===== config.mk =====
export PLATFORM = sky130hd
export DESIGN_NAME = readout_timing
export DESIGN_NICKNAME = d
export VERILOG_FILES = /design/src/hw/readout_pkg.sv /design/src/hw/readout_timing.sv
export SDC_FILE = /design/constraint.sdc
export NUM_CORES = 1
export LEC_CHECK = 0
export ABC_AREA = 1
export BUFFER_PORTS_ARGS = -buffer_cell sky130_fd_sc_hd__buf_2
export CORE_UTILIZATION = 54
export CTS_BUF_LIST = sky130_fd_sc_hd__clkbuf_4 sky130_fd_sc_hd__clkbuf_8
export CTS_CLUSTER_DIAMETER = 40
export DETAILED_ROUTE_END_ITERATION = 10
export MAX_ROUTING_LAYER = met4
export PLACE_DENSITY = 0.76
export RECOVER_POWER = 100
export SLEW_MARGIN = 20
export SYNTH_ARGS = -nofsm -noshare
export SYNTH_HDL_FRONTEND = slang
export SYNTH_SLANG_ARGS = --single-unit

===== constraint.sdc =====
create_clock -name clk_sys -period 18.1 [get_ports clk_sys]
set_clock_uncertainty 0.15 [all_clocks]
set_input_delay 1.81 -clock clk_sys [delete_from_list [all_inputs] [get_ports clk_sys]]
set_output_delay 1.81 -clock clk_sys [all_outputs]
set_load 0.03 [all_outputs]

===== src/hw/readout_pkg.sv =====
/*
  Package for the sensor readout timing controller: field widths, reset
  values, timing constants, state encoding and the port carrier structs.
  Assumes a single master clock; all times are counted in its periods.
*/
package readout_pkg;

  // ==========================================================
  // widths and reset values
  localparam int unsigned ROW_W = 10;
  localparam int unsigned COL_W = 10;
  localparam int unsigned SH_W = 8;
  localparam int unsigned CNT_W = 24;
  localparam logic [COL_W-1:0] VCOL_RST = 10'h170; // 368 columns
  localparam logic [ROW_W-1:0] VROW_RST = 10'h1f3; // 499 rows
  localparam logic [ROW_W-1:0] CINT_RST = 10'h1f3; // 499 rows
  localparam logic [SH_W-1:0] SH_RST = 8'h00;

  // ==========================================================
  // timing counts, in master clock periods
  localparam logic [CNT_W-1:0] ROW_FIXED = 24'h000013; // 19 fixed periods per row
  localparam logic [CNT_W-1:0] CLAMP_LIM = 24'h00018f; // 399 periods
  localparam logic [CNT_W-1:0] CLAMP_OVH = 24'h000190; // 400 periods, >= limit
  localparam logic [CNT_W-1:0] SNAP_STEP = 24'h000010; // 16 periods per step

  // ==========================================================
  // field encodings
  localparam logic CAP_ROLLING = 1'b0;
  localparam logic CAP_SNAPSHOT = 1'b1;
  localparam logic SCAN_PROG = 1'b0;
  localparam logic SCAN_INTERLACE = 1'b1;

  typedef enum logic [4:0] {
    ST_IDLE = 5'b00001,
    ST_INTEG = 5'b00010,
    ST_XFER = 5'b00100,
    ST_ROW = 5'b01000,
    ST_CLAMP = 5'b10000
  } state_t;

  // ==========================================================
  // carriers
  typedef struct packed {
    logic capture_mode; // 0 rolling, 1 snapshot
    logic scan_mode; // 0 progressive, 1 interlaced
    logic bayer_space; // subsample in 2x2 tiles
    logic [1:0] sub_h; // 0 full,1 half,2 quarter,3 eighth
    logic [1:0] sub_v;
    logic [ROW_W-1:0] win_row;
    logic [COL_W-1:0] win_col;
    logic [ROW_W-1:0] win_depth;
    logic [COL_W-1:0] win_width;
    logic [ROW_W-1:0] vrow_depth;
    logic [COL_W-1:0] vcol_width;
    logic [SH_W-1:0] shs;
    logic [SH_W-1:0] shr;
    logic [ROW_W-1:0] cint;
    logic [CNT_W-1:0] sint;
  } cfg_t;

  typedef struct packed {
    logic frame_valid;
    logic line_valid;
    logic pixel_valid;
    logic field_odd;
    logic [ROW_W-1:0] row;
    logic [COL_W-1:0] col;
    logic [7:0] pixel;
  } vid_t;

  typedef struct packed {
    logic row_reset; // row shutter reset (starts integration)
    logic [ROW_W-1:0] reset_row;
    logic global_reset; // snapshot: all rows reset together
    logic global_xfer; // snapshot: all pixels to floating diffusion
    logic clamp_active;
  } ctl_t;

endpackage


===== src/hw/readout_timing.sv =====
/*
  Readout timing and sequencing controller for a colour image sensor.
  Walks a virtual frame column by column and row by row, tags positions
  inside the readout window and drives shutter controls for rolling or
  snapshot capture. Assumes configuration is static during a frame and
  that pixel samples arrive synchronous to clk_sys from the converter.
*/
// Notes on behaviour
// - reset selects rolling capture unless snapshot chosen
// - rolling: staggered row resets, equal integration
// - snapshot: global integrate, transfer, sequential readout
// - capture mode from capture mode field
// - interlaced: odd field then even field
// - progressive: every window row, one pass
// - scan mode from scan mode field
// - window by pointer, depth and width
// - independent h/v subsample, mono or bayer
// - frame time from rows, row time, clamp
// - row time is columns plus sh plus 19
// - clamp limit is 399 clock periods
// - long rows: integration is cint plus one rows
// - short rows: first rows add clamp overhead
// - snapshot integration is count times sixteen
// - reset values 368 columns, 499 rows
`timescale 1ns/1ps
module readout_timing
  import readout_pkg::*;
(
  input wire logic clk_sys,
  input wire logic rst,
  input wire cfg_t cfg,
  input wire logic cfg_load,
  input wire logic snap_start,
  input wire logic [7:0] adc_pixel,
  output vid_t vid,
  output ctl_t ctl,
  output logic [CNT_W-1:0] row_time,
  output logic busy
);

  // ==========================================================
  // state record
  typedef struct packed {
    state_t st;
    cfg_t cf;
    logic [CNT_W-1:0] cyc;
    logic [COL_W-1:0] col;
    logic [ROW_W-1:0] row;
    logic odd_pass;
    logic first_frame;
    vid_t v;
    ctl_t c;
  } regs_t;

  regs_t q, d;

  // reset register values for the config copy
  localparam cfg_t CFG_RST = '{
    capture_mode: CAP_ROLLING, scan_mode: SCAN_PROG, bayer_space: 1'b0,
    sub_h: 2'h0, sub_v: 2'h0, win_row: '0, win_col: '0,
    win_depth: 10'h120, win_width: 10'h160,
    vrow_depth: VROW_RST, vcol_width: VCOL_RST,
    shs: SH_RST, shr: SH_RST, cint: CINT_RST, sint: '0};

  // ==========================================================
  // derived timing
  logic [CNT_W-1:0] trow;
  logic short_row;
  logic [ROW_W-1:0] row_last;
  logic [ROW_W-1:0] reset_lead;
  logic in_win_r;
  logic in_win_c;
  logic keep_r;
  logic keep_c;
  logic [ROW_W-1:0] wr;
  logic [COL_W-1:0] wc;
  logic [CNT_W-1:0] snap_len;

  assign trow = CNT_W'(q.cf.vcol_width) + CNT_W'(q.cf.shs) + CNT_W'(q.cf.shr)
              + ROW_FIXED;
  assign short_row = (trow < CLAMP_LIM);
  assign row_last = q.cf.vrow_depth;
  // lead of row reset ahead of readout: cint+1 rows
  assign reset_lead = q.cf.cint + 10'h001;
  assign snap_len = CNT_W'(q.cf.sint * SNAP_STEP);

  assign wr = q.row - q.cf.win_row;
  assign wc = q.col - q.cf.win_col;

  assign in_win_r = (q.row >= q.cf.win_row) && (wr < q.cf.win_depth);
  assign in_win_c = (q.col >= q.cf.win_col) && (wc < q.cf.win_width);

  // subsample keep: bayer space keeps 2x2 tiles, mono single pixels
  always_comb begin
    logic [ROW_W-1:0] rsel;
    logic [COL_W-1:0] csel;
    rsel = q.cf.bayer_space ? (wr >> 1) : wr;
    csel = q.cf.bayer_space ? (wc >> 1) : wc;
    case (q.cf.sub_v)
      2'h0: keep_r = 1'b1;
      2'h1: keep_r = (rsel[0] == 1'b0);
      2'h2: keep_r = (rsel[1:0] == 2'h0);
      default: keep_r = (rsel[2:0] == 3'h0);
    endcase
    case (q.cf.sub_h)
      2'h0: keep_c = 1'b1;
      2'h1: keep_c = (csel[0] == 1'b0);
      2'h2: keep_c = (csel[1:0] == 2'h0);
      default: keep_c = (csel[2:0] == 3'h0);
    endcase
  end

  // ==========================================================
  // next state
  always_comb begin
    logic row_end;
    logic [ROW_W-1:0] next_row;
    logic frame_end;
    d = q;
    d.c.row_reset = 1'b0;
    d.c.global_reset = 1'b0;
    d.c.global_xfer = 1'b0;
    d.v.pixel_valid = 1'b0;
    row_end = (CNT_W'(q.col) + 24'h000001 >= trow);
    // interlaced steps two rows; progressive steps one
    next_row = q.row + ((q.cf.scan_mode == SCAN_INTERLACE) ? 10'h002 : 10'h001);
    // virtual frame holds vrow_depth rows, indices 0..depth-1
    frame_end = (next_row >= row_last);
    case (q.st)
      ST_IDLE: begin
        if (cfg_load) begin
          d.cf = cfg;
        end
        // rolling runs free; snapshot waits for a start
        if (q.cf.capture_mode == CAP_ROLLING) begin
          d.st = ST_CLAMP;
          d.cyc = '0;
          d.row = '0;
          d.odd_pass = 1'b1;
        end else if (snap_start) begin
          d.c.global_reset = 1'b1;
          d.st = ST_INTEG;
          // count starts at one: the transfer cycle closes the interval
          d.cyc = 24'h000001;
        end
      end
      ST_INTEG: begin
        d.cyc = q.cyc + 24'h000001;
        if (q.cyc + 24'h000001 >= snap_len) begin
          d.st = ST_XFER;
        end
      end
      ST_XFER: begin
        // one-cycle transfer of all pixels at once
        d.c.global_xfer = 1'b1;
        d.st = ST_ROW;
        d.row = '0;
        d.col = '0;
        d.odd_pass = 1'b1;
        d.v.frame_valid = 1'b1;
      end
      ST_CLAMP: begin
        d.cyc = q.cyc + 24'h000001;
        // short rows: add fixed clamp overhead; else one row time
        if (q.cyc + 24'h000001 >= (short_row ? CLAMP_OVH : trow)) begin
          d.st = ST_ROW;
          d.col = '0;
          d.row = (q.cf.scan_mode == SCAN_INTERLACE && !q.odd_pass) ? 10'h001 : 10'h000;
          d.v.frame_valid = 1'b1;
          d.v.field_odd = q.odd_pass;
          // first rows integrate across the clamp overhead
          d.first_frame = 1'b0;
        end
      end
      ST_ROW: begin
        d.col = q.col + 10'h001;
        // window test gates pixel output; timing unchanged
        d.v.pixel_valid = in_win_r && in_win_c && keep_r && keep_c
                        && (CNT_W'(q.col) < CNT_W'(q.cf.vcol_width));
        d.v.line_valid = in_win_r && keep_r;
        d.v.row = wr;
        d.v.col = wc;
        d.v.pixel = adc_pixel;
        // rolling shutter: reset row ahead of readout by cint+1
        if (q.cf.capture_mode == CAP_ROLLING && q.col == '0) begin
          d.c.row_reset = 1'b1;
          d.c.reset_row = (q.row + reset_lead >= row_last)
                        ? q.row + reset_lead - row_last
                        : q.row + reset_lead;
        end
        if (row_end) begin
          d.col = '0;
          d.row = next_row;
          d.v.line_valid = 1'b0;
          if (frame_end) begin
            d.v.frame_valid = 1'b0;
            d.cyc = '0;
            if (q.cf.scan_mode == SCAN_INTERLACE && q.odd_pass) begin
              d.odd_pass = 1'b0;
              d.st = ST_CLAMP;
            end else if (q.cf.capture_mode == CAP_ROLLING) begin
              d.odd_pass = 1'b1;
              if (cfg_load) begin
                d.cf = cfg;
              end
              d.st = (cfg_load && cfg.capture_mode == CAP_SNAPSHOT) ? ST_IDLE : ST_CLAMP;
            end else begin
              d.st = ST_IDLE;
            end
          end
        end
      end
      default: begin
        d.st = ST_IDLE;
      end
    endcase
    // clamp flag tracks the clamp state exactly, no one-cycle lag
    d.c.clamp_active = (d.st == ST_CLAMP);
  end

  // ==========================================================
  // state register
  always_ff @(posedge clk_sys or posedge rst) begin
    if (rst) begin
      q <= '{st: ST_IDLE, cf: CFG_RST, cyc: '0, col: '0, row: '0,
             odd_pass: 1'b1, first_frame: 1'b1, v: '0, c: '0};
    end else begin
      q <= d;
    end
  end

  assign vid = q.v;
  assign ctl = q.c;
  assign row_time = trow;
  assign busy = (q.st != ST_IDLE);

  // ==========================================================
  // checks
  // rolling after reset
  rolling_default_a: assert property (@(posedge clk_sys)
    $fell(rst) |-> q.cf.capture_mode == CAP_ROLLING)
    else $error("capture mode not rolling after reset");
  reset_values_a: assert property (@(posedge clk_sys)
    $fell(rst) |-> q.cf.vcol_width == 10'd368 && q.cf.vrow_depth == 10'd499
                   && q.cf.cint == 10'd499)
    else $error("virtual frame reset values wrong");
  row_time_a: assert property (@(posedge clk_sys) disable iff (rst)
    row_time == 24'(q.cf.vcol_width) + 24'(q.cf.shs) + 24'(q.cf.shr) + 24'd19)
    else $error("row time mismatch");
  xfer_order_a: assert property (@(posedge clk_sys) disable iff (rst)
    ctl.global_xfer |=> vid.frame_valid && q.st == ST_ROW)
    else $error("readout did not follow transfer");
  outside_quiet_a: assert property (@(posedge clk_sys) disable iff (rst)
    q.st == ST_ROW && !(in_win_r && in_win_c) |=> !vid.pixel_valid)
    else $error("pixel outside window");
  field_parity_a: assert property (@(posedge clk_sys) disable iff (rst)
    q.st == ST_ROW && q.cf.scan_mode == SCAN_INTERLACE |->
      q.row[0] == !q.odd_pass)
    else $error("row parity wrong for field");
  prog_step_a: assert property (@(posedge clk_sys) disable iff (rst)
    q.st == ST_ROW && d.st == ST_ROW && q.cf.scan_mode == SCAN_PROG
      && d.row != q.row |=> q.row == $past(q.row) + 10'd1)
    else $error("progressive row skipped");
  // half-rate mono columns drop odd offsets
  sub_half_a: assert property (@(posedge clk_sys) disable iff (rst)
    vid.pixel_valid && q.cf.sub_h == 2'h1 && !q.cf.bayer_space |-> !vid.col[0])
    else $error("half subsample kept odd column");
  clamp_len_a: assert property (@(posedge clk_sys) disable iff (rst)
    q.st == ST_CLAMP && short_row |-> q.cyc < 24'd400)
    else $error("clamp overhead too long");

endmodule


**After elaboration in Yosys (flattened, before gate mapping)**

Cells that the tools add are included.

- $add $sub $neg: 12
- $lt $le $gt $ge: 11
- Eq/ne operators: 21
- Mux-type cells: 45
- Bitwise gates (word level): 3
- Reduce and logical (&&, ||, !) cells: 34

Operator list:

| cell | number |
|---|---|
| 117-bit two-way mux | 4 |
| 117-bit one-hot mux with 2 select lines | 1 |
| 167-bit two-way mux | 1 |
| 146-bit two-way mux | 1 |
| 24-bit one-hot mux with 3 select lines | 1 |
| 24-bit two-way mux | 2 |
| 10-bit >= comparator | 4 |
| 10-bit one-hot mux with 4 select lines | 1 |
| 5-bit two-way mux | 7 |
| 11-bit two-way mux | 3 |
| 10-bit less-than comparator | 3 |
| 10-bit one-hot mux with 3 select lines | 1 |
| 10-bit subtractor | 3 |
| 5-bit one-hot mux with 5 select lines | 1 |
| 24-bit by 1-bit adder with 24-bit output, second input constant | 1 |
| 24-bit by 13-bit >= comparator with 1-bit output | 1 |
| 24-bit >= comparator | 1 |
| 10-bit by 1-bit adder with 10-bit output, second input constant | 2 |
| 20-bit two-way mux | 1 |
| 2-bit != test, second input constant | 8 |
| 12-bit by 5-bit adder with 13-bit output, second input constant | 1 |
| 11-bit by 13-bit >= comparator with 1-bit output | 1 |
| 13-bit by 9-bit less-than comparator with 1-bit output, second input constant | 1 |
| 13-bit two-way mux | 1 |
| 33 further kinds | 75 |

- Register bits: 209
- Input bits: 129
- Output and inout bits: 71
- Logic and storage cells: 158

**Depth between registers and ports, before layout**

Gate-level depths: netlist (run 1).

- Depth after elaboration: 9
- Gate-level depth with buffers: 28
- Mapped depth without buffers: 27

**Worst setup path before layout (run 1)**

No wires, ideal clock.

- Path type: register to output
- From: reg q[127] (netlist bit)
- To: out row_time[9]
- Data arrival time: 2.748 ns
- Data required time: 16.140 ns
- Slack: 13.392 ns
- Stages on the path, launching flop included: 12
- Buffers on the path: 0
- Path through: dfrtp_1 > inv_1 > ha_1 > inv_1 > fa_1 > ha_1 > fa_1 > nand3_1 > nand3_1 > nand2_1 > o311ai_0 > xor2_1

- Longest elaborated chain between the ends: 2

RTL lines:

| what | line | text |
|---|---|---|
| start, declared | readout_timing.sv:55 | `regs_t q, d;` |
| start signal, assigned | readout_timing.sv:225 | `q <= '{st: ST_IDLE, cf: CFG_RST, cyc: '0, col: '0, row: '0,` |
| 11-bit by 8-bit adder with 12-bit output | readout_timing.sv:79 | `assign trow = CNT_W'(q.cf.vcol_width) + CNT_W'(q.cf.shs) + CNT_W'(q.cf.shr)` |
| 12-bit by 5-bit adder with 13-bit output | readout_timing.sv:80 | `+ ROW_FIXED;` |
| end, declared | readout_timing.sv:37 | `output logic [CNT_W-1:0] row_time,` |

No other way between the ends.

**Worst setup path after layout (run 1)**

- From: reg q[127] (netlist bit)
- To: reg q[101] (netlist bit)

- Longest elaborated chain between the ends: 5

RTL lines:

| what | line | text |
|---|---|---|
| 11-bit by 8-bit adder with 12-bit output | readout_timing.sv:79 |  |
| 12-bit by 5-bit adder with 13-bit output | readout_timing.sv:80 |  |
| 11-bit by 13-bit >= comparator with 1-bit output | readout_timing.sv:124 | `row_end = (CNT_W'(q.col) + 24'h000001 >= trow);` |
| 2-bit != test (no line) | - |  |
| 7-bit AND reduction (no line) | - |  |

No other way between the ends.
A chain may end at the register's enable or synchronous reset.

==> results_dict.tcl, run 1 <==
set metrics [dict create \
    path_cells "inv_1 -> ha_1 -> inv_1 -> fa_1 -> ha_1 -> fa_1 -> nand3_1 -> nand3_1 -> nand2_1 -> o311ai_0 -> xor2_1 -> inv_1 -> ha_1 -> nand2_1 -> nor3_1 -> nand2_1 -> nand3_1 -> nand2_1 -> nand2_1 -> nand3_1 -> buf_6 -> nand2_1 -> o21ai_0" \
    mostFrequentLayoutCells "nand2_1, inv_1, dfrtp_1" \
    grt_overflow 0 \
    max_stage_delay_ns 2.58 \
    syn_inst 1948 \
    grt_max_degree 130 \
    holdBufCountCts 0 \
    rsz0062_at_grt "no" \
    cp_max_fo 124 \
    final_common_cell "nand2_1" \
    syn_area_per_cell_um2 7.51 \
    status "finished, violations left" \
    antenna_found_initial 1 \
    setup_tns_ns 0 \
    final_cell_count_no_fill 2455 \
    root_buffer "clkbuf_8" \
    area_growth_pct 11.4 \
    slew_headroom_pct -289 \
    cts_setup_buffers 0 \
    cp-end-kind "flip-flop" \
    nNetsFinal 2371 \
    ant_nets 0 \
    dp_cells 2377 \
    post-dp-hpwl_mm 27.1 \
    cts.clk_slew.worst_paths_ns 0.06 \
    worstSetupStartpointType "flip-flop" \
    cts_inserted_buffers 42 \
    arrival_ns 9.47 \
    cap_viol_max_count 5 \
    postCtsResizedCells 0 \
    ys.flop_type "dfrtp_1" \
    fp-row-count 59 \
    die-area_um2 27800 \
    path_class "flip-flop to flip-flop" \
    synth_edf_count 0 \
    drc 6 \
    drv_slew 347 \
    grtUsageTotal_pct 26.8 \
    wl_per_cell_um 14.5 \
    ys_types 50 \
    gp_routability_congestion 0.898 \
    num_vias 12700 \
    crit_path_frequent_cell "nand2_1" \
    critPathRequiredTime_ns 18.33 \
    firstDrtPassIters 11 \
    max_slew.worst_pin.slew_ns 5.81 \
    dpl-instance-area_um2 15400 \
    synth-seq-cells 209 \
    clk_path_buf_depth 3 \
    grt_pass1_wl_mm 58.8 \
    core_um2 26400 \
    wirelength_mm 35.6 \
    synthArstFlopShare_pct 100 \
    start_util_pct 55.5 \
    cp_slowest_cell "nand3_1" \
    detail_route.vias_per_cell 5.18 \
    cts_tree "built" \
    netlist_area_um2 14600 \
    min_period_over_period_pct 51.0 \
    fp.dieH_um 167 \
    yosys_warnings 0 \
    period_needed_ns 9.24 \
    first_iter_violations 877 \
    htreeDepth 2 \
    seq_area_frac_synth_pct 36.0 \
    hold_viol 0 \
    grt_pass1_vias 12300 \
    cts.sink_count 209 \
    setup_violations 0 \
    violations "design-rule violations, max-capacitance violations, max-slew violations" \
    io_pins 200 \
    hp-class "flip-flop to flip-flop" \
    drive_gt1_share_pct 11.6 \
    fmax_mhz 108 \
    final_area_um2 16300 \
    portBuffers 182 \
    die_x_um 167 \
    clk_latency_ns 0.55 \
]
==> cell usage after synthesis (2+ instances only) <==
| library cell | instances | area share [%] |
|---|---|---|
| clkbuf_1 | 21 | 0.54 |
| o21a_1 | 5 | 0.26 |
| o211ai_1 | 9 | 0.46 |
| nand3b_1 | 3 | 0.15 |
| nand3_2 | 3 | 0.21 |
| xnor2_1 | 17 | 1.0 |
| a21o_1 | 5 | 0.26 |
| o22ai_1 | 2 | 0.086 |
| nor4_1 | 7 | 0.30 |
| o221ai_1 | 3 | 0.18 |
| a31oi_1 | 2 | 0.086 |
| inv_2 | 2 | 0.051 |
| ha_1 | 143 | 12 |
| buf_2 | 18 | 0.62 |
| buf_1 | 3 | 0.077 |
| buf_4 | 60 | 3.1 |
| nand3_1 | 72 | 2.5 |
| o21ai_0 | 125 | 4.3 |
| nand2_2 | 5 | 0.21 |
| o21ai_1 | 56 | 1.9 |
| or2_2 | 4 | 0.17 |
| nand2_1 | 546 | 14 |
| dfstp_2 | 25 | 4.5 |
| fa_1 | 13 | 1.8 |
| o21bai_1 | 9 | 0.46 |
| nor2_4 | 2 | 0.15 |
| nor2_1 | 80 | 2.1 |
| nor3_1 | 13 | 0.44 |
| dfrtp_1 | 184 | 31 |
| a221oi_1 | 3 | 0.18 |
| o2111ai_1 | 3 | 0.18 |
| nand4_1 | 26 | 1.1 |
| inv_1 | 339 | 8.7 |
| o31ai_1 | 2 | 0.10 |
| xor2_1 | 39 | 2.3 |
| a21oi_1 | 82 | 2.8 |
| nor2_2 | 4 | 0.17 |
==> kinds of logic after synthesis <==
family | after synthesis | synth area share (%)
AO/OA/AOI/OAI | 312 | 11.6
AND/OR/NAND/NOR | 769 | 21.8
adder cells (fa/ha/maj) | 156 | 14.0
buffers and inverters | 444 | 13.1
other | 1 | 0.0256
flip-flops | 209 | 36.0
XOR/XNOR | 57 | 3.46
==> worst paths after layout <==
path	start	endpoint	slack (ns)	cells after the start
worst min register to register	vid[20]	vid[20]	0.32	2
max in group asynchronous	rst	q[184]	9.18	3
min in group asynchronous	rst	ctl[4]	2.95	2
worst max register to register	q[127]	q[101]	8.86	23
worst max-delay path	q[127]	q[101]	8.86	23
worst min-delay path	vid[20]	vid[20]	0.32	2
==> critical path: cells and delay by family (launching register included) <==
kind,cells,cell delay (ns)
AO/OA/AOI/OAI,2,0.24
XOR/XNOR,1,0.47
adder cells (fa/ha/maj),5,1.65
buffers and inverters,4,1.27
flip-flops,1,0.34
AND/OR/NAND/NOR,11,4.85
==> flip-flops by register name, summed over array words and instances (netlist names) <==
signal and flops:
ctl 14, q 153, row_last 10, vid 32
==> stage by stage <==
| stage | hold WS (ns) | setup WS (ns) | util [%] |
|---|---|---|---|
| 4_1_cts | 0.320 | 11.13 | 62.2 |
| 5_1_grt | 0.350 | 7.67 | 61.8 |
| 6_report | 0.319 | 8.86 | 61.8 |
| 2_1_floorplan | 0.293 | 10.47 | - |
| 3_3_place_gp | 0.299 | 11.29 | 58.4 |
| 3_5_place_dp | 0.305 | 11.16 | 58.4 |
==> area by class of cell <==
cell class / count / area [um2]
fill: 2442 / 10100
multi-input combinational: 1307 / 7480
sequential: 209 / 5260
inverter: 341 / 1280
timing repair buffer: 185 / 856
clock buffer: 67 / 816
tap: 335 / 419
clock inverter: 10 / 183
antenna: 1 / 2.50
==> routing by layer <==
| layer | vias to the layer above | global-route usage, % | part of all wire [%] |
|---|---|---|---|
| li1 | 6399 | - | - |
| met1 | 5904 | 34.0 | 45 |
| met2 | 333 | 43.4 | 47 |
| met3 | 89 | 3.68 | 4.7 |
| met4 | 0 | 11.0 | 3.5 |
| met5 | - | - | 0 |
Power of run 1 is not shown: default switching activity piles up to over one toggle a cycle in this logic, so the estimate is an artifact.
==> run 2, diff against run 1 <==
- ABC_AREA: 1 -> 0
- clock period: 18.1 -> 8.6 ns (I/O delays scaled with it)
==> results_dict.tcl, run 2 <==
set metrics [dict create \
    synth_edf_count 0 \
    largest_reg_flops 153 \
    portBuffers 182 \
    period_needed_ns 7.24 \
    finalCoreUtilization_pct 62.0 \
    synth_largest_area_cell "dfrtp_1" \
    num_vias 11000 \
    cp_slowest_cell "clkbuf_2" \
    ys_top_cells_by_area "dfrtp_1, ha_1, mux2_2, inv_1, dfstp_2" \
    post-dp-hpwl_mm 23.8 \
    antenna_found_initial 1 \
    postCtsResizedCells 0 \
    cp-end-kind "flip-flop" \
    met1Wirelength_mm 14.1 \
    rr_startpoint "q[127]" \
    firstDrtPassIters 5 \
    violations "max-capacitance violations, max-slew violations" \
    netlist_area_um2 14200 \
    syn_area_per_cell_um2 9.64 \
    synth_top_area_share_pct 32.4 \
    cts.sink_count 209 \
    worstHoldStart "vid[2]" \
    synth.most_common_cell "dfrtp_1" \
    cts_tree "built" \
    path_cells "inv_1 -> ha_1 -> inv_1 -> fa_1 -> ha_1 -> fa_1 -> a21o_1 -> a21oi_1 -> nor2b_1 -> o31a_1 -> a21oi_1 -> inv_1 -> ha_1 -> a2111oi_0 -> o21a_1 -> o21ai_0 -> a21oi_1 -> nor2_1 -> a31oi_4 -> clkbuf_2 -> mux2_2" \
    seq_area_frac_synth_pct 37.1 \
    dp_cells 1901 \
    die-area_um2 26900 \
    fp-row-count 58 \
    final_area_um2 15800 \
    grt_max_degree 142 \
    final_cell_count_no_fill 1974 \
    worstSetupStartpointType "flip-flop" \
    path_class "flip-flop to flip-flop" \
    status "finished, violations left" \
    ys.flop_type "dfrtp_1" \
    rsz0062_at_grt "no" \
    crit_start "q[127]" \
    synth-seq-cells 209 \
    slew_headroom_pct -141 \
    detail_route.vias_per_cell 5.56 \
    drc 0 \
    min_period_over_period_pct 84.2 \
    drv_slew 228 \
    final_common_cell "dfrtp_1" \
    ant_nets 0 \
    cts_inserted_buffers 40 \
    fmax_mhz 138 \
    cp_max_fo 62 \
    setup_violations 0 \
    r2r_end "q[179]" \
    clk_path_buf_depth 3 \
    r2r_slack_ns 1.36 \
    ys_types 74 \
    crit_cells 21 \
    grtUsageTotal_pct 24.9 \
    cap_viol_max_count 4 \
    met3WireLength_mm 1.78 \
    arrival_ns 7.49 \
    io_pins 200 \
    holdBufCountCts 0 \
    dr_wl_met2_mm 15.6 \
    cts.clk_slew.worst_paths_ns 0.06 \
    dr.max_layer_used "met4" \
    gp_routability_congestion 0.926 \
    root_buffer "clkbuf_8" \
    start_util_pct 55.7 \
    die_x_um 164 \
    regMostFlops "q" \
    wirelength_mm 32.2 \
    wl_per_cell_um 16.3 \
    max_slew.worst_pin.slew_ns 3.61 \
    path_buf_inv 4 \
    syn_inst 1473 \
    reg2regPathDepth 21 \
    core_um2 25500 \
    drive_gt1_share_pct 21.6 \
    cts_setup_buffers 0 \
    htreeDepth 2 \
    dpl-instance-area_um2 15000 \
    fp.dieH_um 164 \
    hp-class "flip-flop to flip-flop" \
    hold_depth 2 \
    grt_pass1_vias 10800 \
    area_growth_pct 11.3 \
    mostFrequentLayoutCells "dfrtp_1, inv_1, ha_1" \
    grt_pass1_wl_mm 52.3 \
    min_to "vid[2]" \
    clk_latency_ns 0.54 \
    nNetsFinal 1899 \
    critPathRequiredTime_ns 8.85 \
    yosys_warnings 0 \
    grt_overflow 0 \
    cp_top_family "compound AO/OA/AOI/OAI gates" \
    synth_common_cells "dfrtp_1, inv_1, ha_1, mux2_2, nand2_1" \
    synthArstFlopShare_pct 100 \
    first_iter_violations 752 \
    max_stage_delay_ns 1.24 \
    hold_viol 0 \
    setup_tns_ns 0 \
]
==> run 2: cell types whose count changed in the layout (fill, tap and decap cells not counted), moves of 27 or more <==
cell / previous run / this run
nand3_1: 74 / 26
inv_1: 340 / 176
o21ai_0: 178 / 78
a21oi_1: 82 / 54
mux2_2: 0 / 119
xnor2_1: 17 / 64
nand2_1: 548 / 112
a22oi_1: 0 / 34
xor2_1: 39 / 12
==> run 2: area by class of cell <==
type                       count  area, um2
timing repair buffer         191        910
tap                          330        413
multi-input combinational    995       7700
clock buffer                  64        787
sequential                   209       5260
inverter                     177        666
fill                        2192       9670
clock inverter                 7       65.1
antenna                        1       2.50
==> run 2: cell families after synthesis <==
| logic type | count (synthesis) | share of synthesized area, % |
|---|---|---|
| XOR/XNOR | 76 | 4.69 |
| multiplexers | 126 | 9.94 |
| AND/OR/NAND/NOR | 336 | 11.6 |
| flip-flops | 209 | 37.1 |
| buffers and inverters | 281 | 9.16 |
| adder cells (fa/ha/maj) | 156 | 14.4 |
| AO/OA/AOI/OAI | 288 | 13.1 |
| other | 1 | 0.0264 |
==> run 2: worst min-delay path, stage by stage, from the launching register on <==
cell,delay (ns)
dfrtp_1,0.34
nand2_1,0.05
nand2_1,0.05
==> run 2: worst max path at each step <==
stage               endpoint  slack, ns
detailed placement    q[179]       2.04
floorplan             ctl[0]       1.92
finish                q[179]       1.36
global route          q[206]       0.90
global placement      q[141]       2.20
CTS                   q[196]       1.98
==> run 2: per-stage QoR <==
step	hold WS, ns	worst slack, ns
6_report	0.321	1.36
2_1_floorplan	0.297	1.92
5_1_grt	0.345	0.901
3_3_place_gp	0.304	2.20
4_1_cts	0.322	1.98
3_5_place_dp	0.308	2.04
==> run 2: layer usage <==
| metal | track usage (%) | up-vias |
|---|---|---|
| met5 | - | - |
| met4 | 7.87 | 0 |
| met3 | 4.04 | 63 |
| met2 | 40.7 | 295 |
| met1 | 31.6 | 5268 |
| li1 | - | 5346 |
Power of run 2 is left out for the same reason.
==> run 3, diff against run 2 <==
- ABC_AREA: 0 -> 1
- PLACE_DENSITY: 0.76 -> 0.79
- clock period: 8.6 -> 6.07 ns (I/O delays scaled with it)
==> results_dict.tcl, run 3 (synthesized netlist as in run 1, its figures left out) <==
set metrics [dict create \
    die-area_um2 27800 \
    cts.clk_slew.worst_paths_ns 0.06 \
    holdBufCountCts 1 \
    root_buffer "clkbuf_8" \
    drv_slew 230 \
    start_util_pct 55.5 \
    mostFrequentLayoutCells "nand2_1, inv_1, dfrtp_1" \
    violations "design-rule violations, max-capacitance violations, max-slew violations" \
    grt_overflow 0 \
    period_needed_ns 5.55 \
    cp-end-kind "flip-flop" \
    postCtsResizedCells 0 \
    drc 7 \
    setup_violations 0 \
    first_iter_violations 842 \
    wirelength_mm 35.4 \
    path_class "flip-flop to flip-flop" \
    cp_max_fo 63 \
    hp-class "input port to flip-flop" \
    grt_pass1_vias 12700 \
    htreeDepth 2 \
    ant_nets 0 \
    grtUsageTotal_pct 26.9 \
    finalWorstSetupSlack_ns 0.524 \
    slew_headroom_pct -165 \
    num_vias 12900 \
    gp_routability_congestion 0.912 \
    cts_setup_buffers 0 \
    firstDrtPassIters 10 \
    regMostFlops "q" \
    largest_reg_flops 153 \
    worstSetupStartpointType "flip-flop" \
    grt_max_degree 123 \
    die_x_um 167 \
    rsz0062_at_grt "no" \
    fmax_mhz 180 \
    dp_slack_ns 0.633 \
    area_growth_pct 11.5 \
    clk_latency_ns 0.54 \
    min_period_over_period_pct 91.4 \
    cts_tree "built" \
    fp.dieH_um 167 \
    max_slew.worst_pin.slew_ns 3.97 \
    cts_inserted_buffers 40 \
    final_common_cell "nand2_1" \
    detail_route.vias_per_cell 5.23 \
    io_pins 200 \
    status "finished, violations left" \
    fp-row-count 59 \
    r2r_slack_ns 0.52 \
    setup_tns_ns 0 \
    antenna_found_initial 0 \
    cap_viol_max_count 3 \
    portBuffers 182 \
    grt_pass1_wl_mm 59.4 \
    drive_gt1_share_pct 11.6 \
    finalCoreUtilization_pct 61.9 \
    critPathRequiredTime_ns 6.33 \
    cts.sink_count 209 \
    hold_viol 0 \
    diodes 0 \
    arrival_ns 5.81 \
    wl_per_cell_um 14.4 \
    nNetsFinal 2376 \
    post-dp-hpwl_mm 27.0 \
    clk_path_buf_depth 3 \
    core_um2 26400 \
]
run 3: path summary, 6_finish.rpt:
path                                   start  endpoint  cells after the start
worst max-delay path                  q[127]    q[119]                     23
worst min-delay path            adc_pixel[7]    vid[7]                      3
worst max register to register        q[127]    q[119]                     23
worst min register to register        vid[0]    vid[0]                      2
max in group asynchronous                rst    ctl[8]                      4
min in group asynchronous                rst    ctl[2]                      3
run 3: final cells by class:
cell class | instances | area (um2)
Clock buffer | 60 | 782
Tap cell | 335 | 419
Timing Repair Buffer | 192 | 918
Sequential cell | 209 | 5260
Inverter | 341 | 1280
Fill cell | 2427 | 10000
Multi-Input combinational cell | 1307 | 7480
Clock inverter | 13 | 175
run 3: per-stage QoR:
stage	hold WS [ns]	cell area, um2	instances
CTS	0.0848	16400	2457
floorplan	0.293	14700	1960
finish	0.112	16300	2457
global placement	0.299	15500	2383
global route	0.119	16300	2457
detailed placement	0.307	15500	2383
run 3: critical path: stages (launching register included):
cell and delay (ns):
dfrtp_1 0.34, inv_1 0.05, ha_1 0.29, inv_1 0.08, fa_1 0.43, ha_1 0.24, fa_1 0.41, nand3_1 0.10
nand3_1 0.12, nand2_1 0.09, o311ai_0 0.14, xor2_1 0.46, inv_1 0.10, ha_1 0.32, nand2_1 0.07, nor3_1 0.23
nand2_1 0.08, nand3_1 0.20, nand2_1 0.17, nand2_2 0.12, nand3_4 0.54, clkbuf_4 0.48, nand2_1 0.11, o21ai_0 0.09
run 3: metal layers:
layer	vias up	track usage, %	wire (um)
met3	87	4.11	1910
met4	0	9.74	1140
met5	-	-	0
met2	394	44.8	16900
li1	6411	-	-
met1	5962	33.2	15500
Power of run 3 is left out for the same reason.
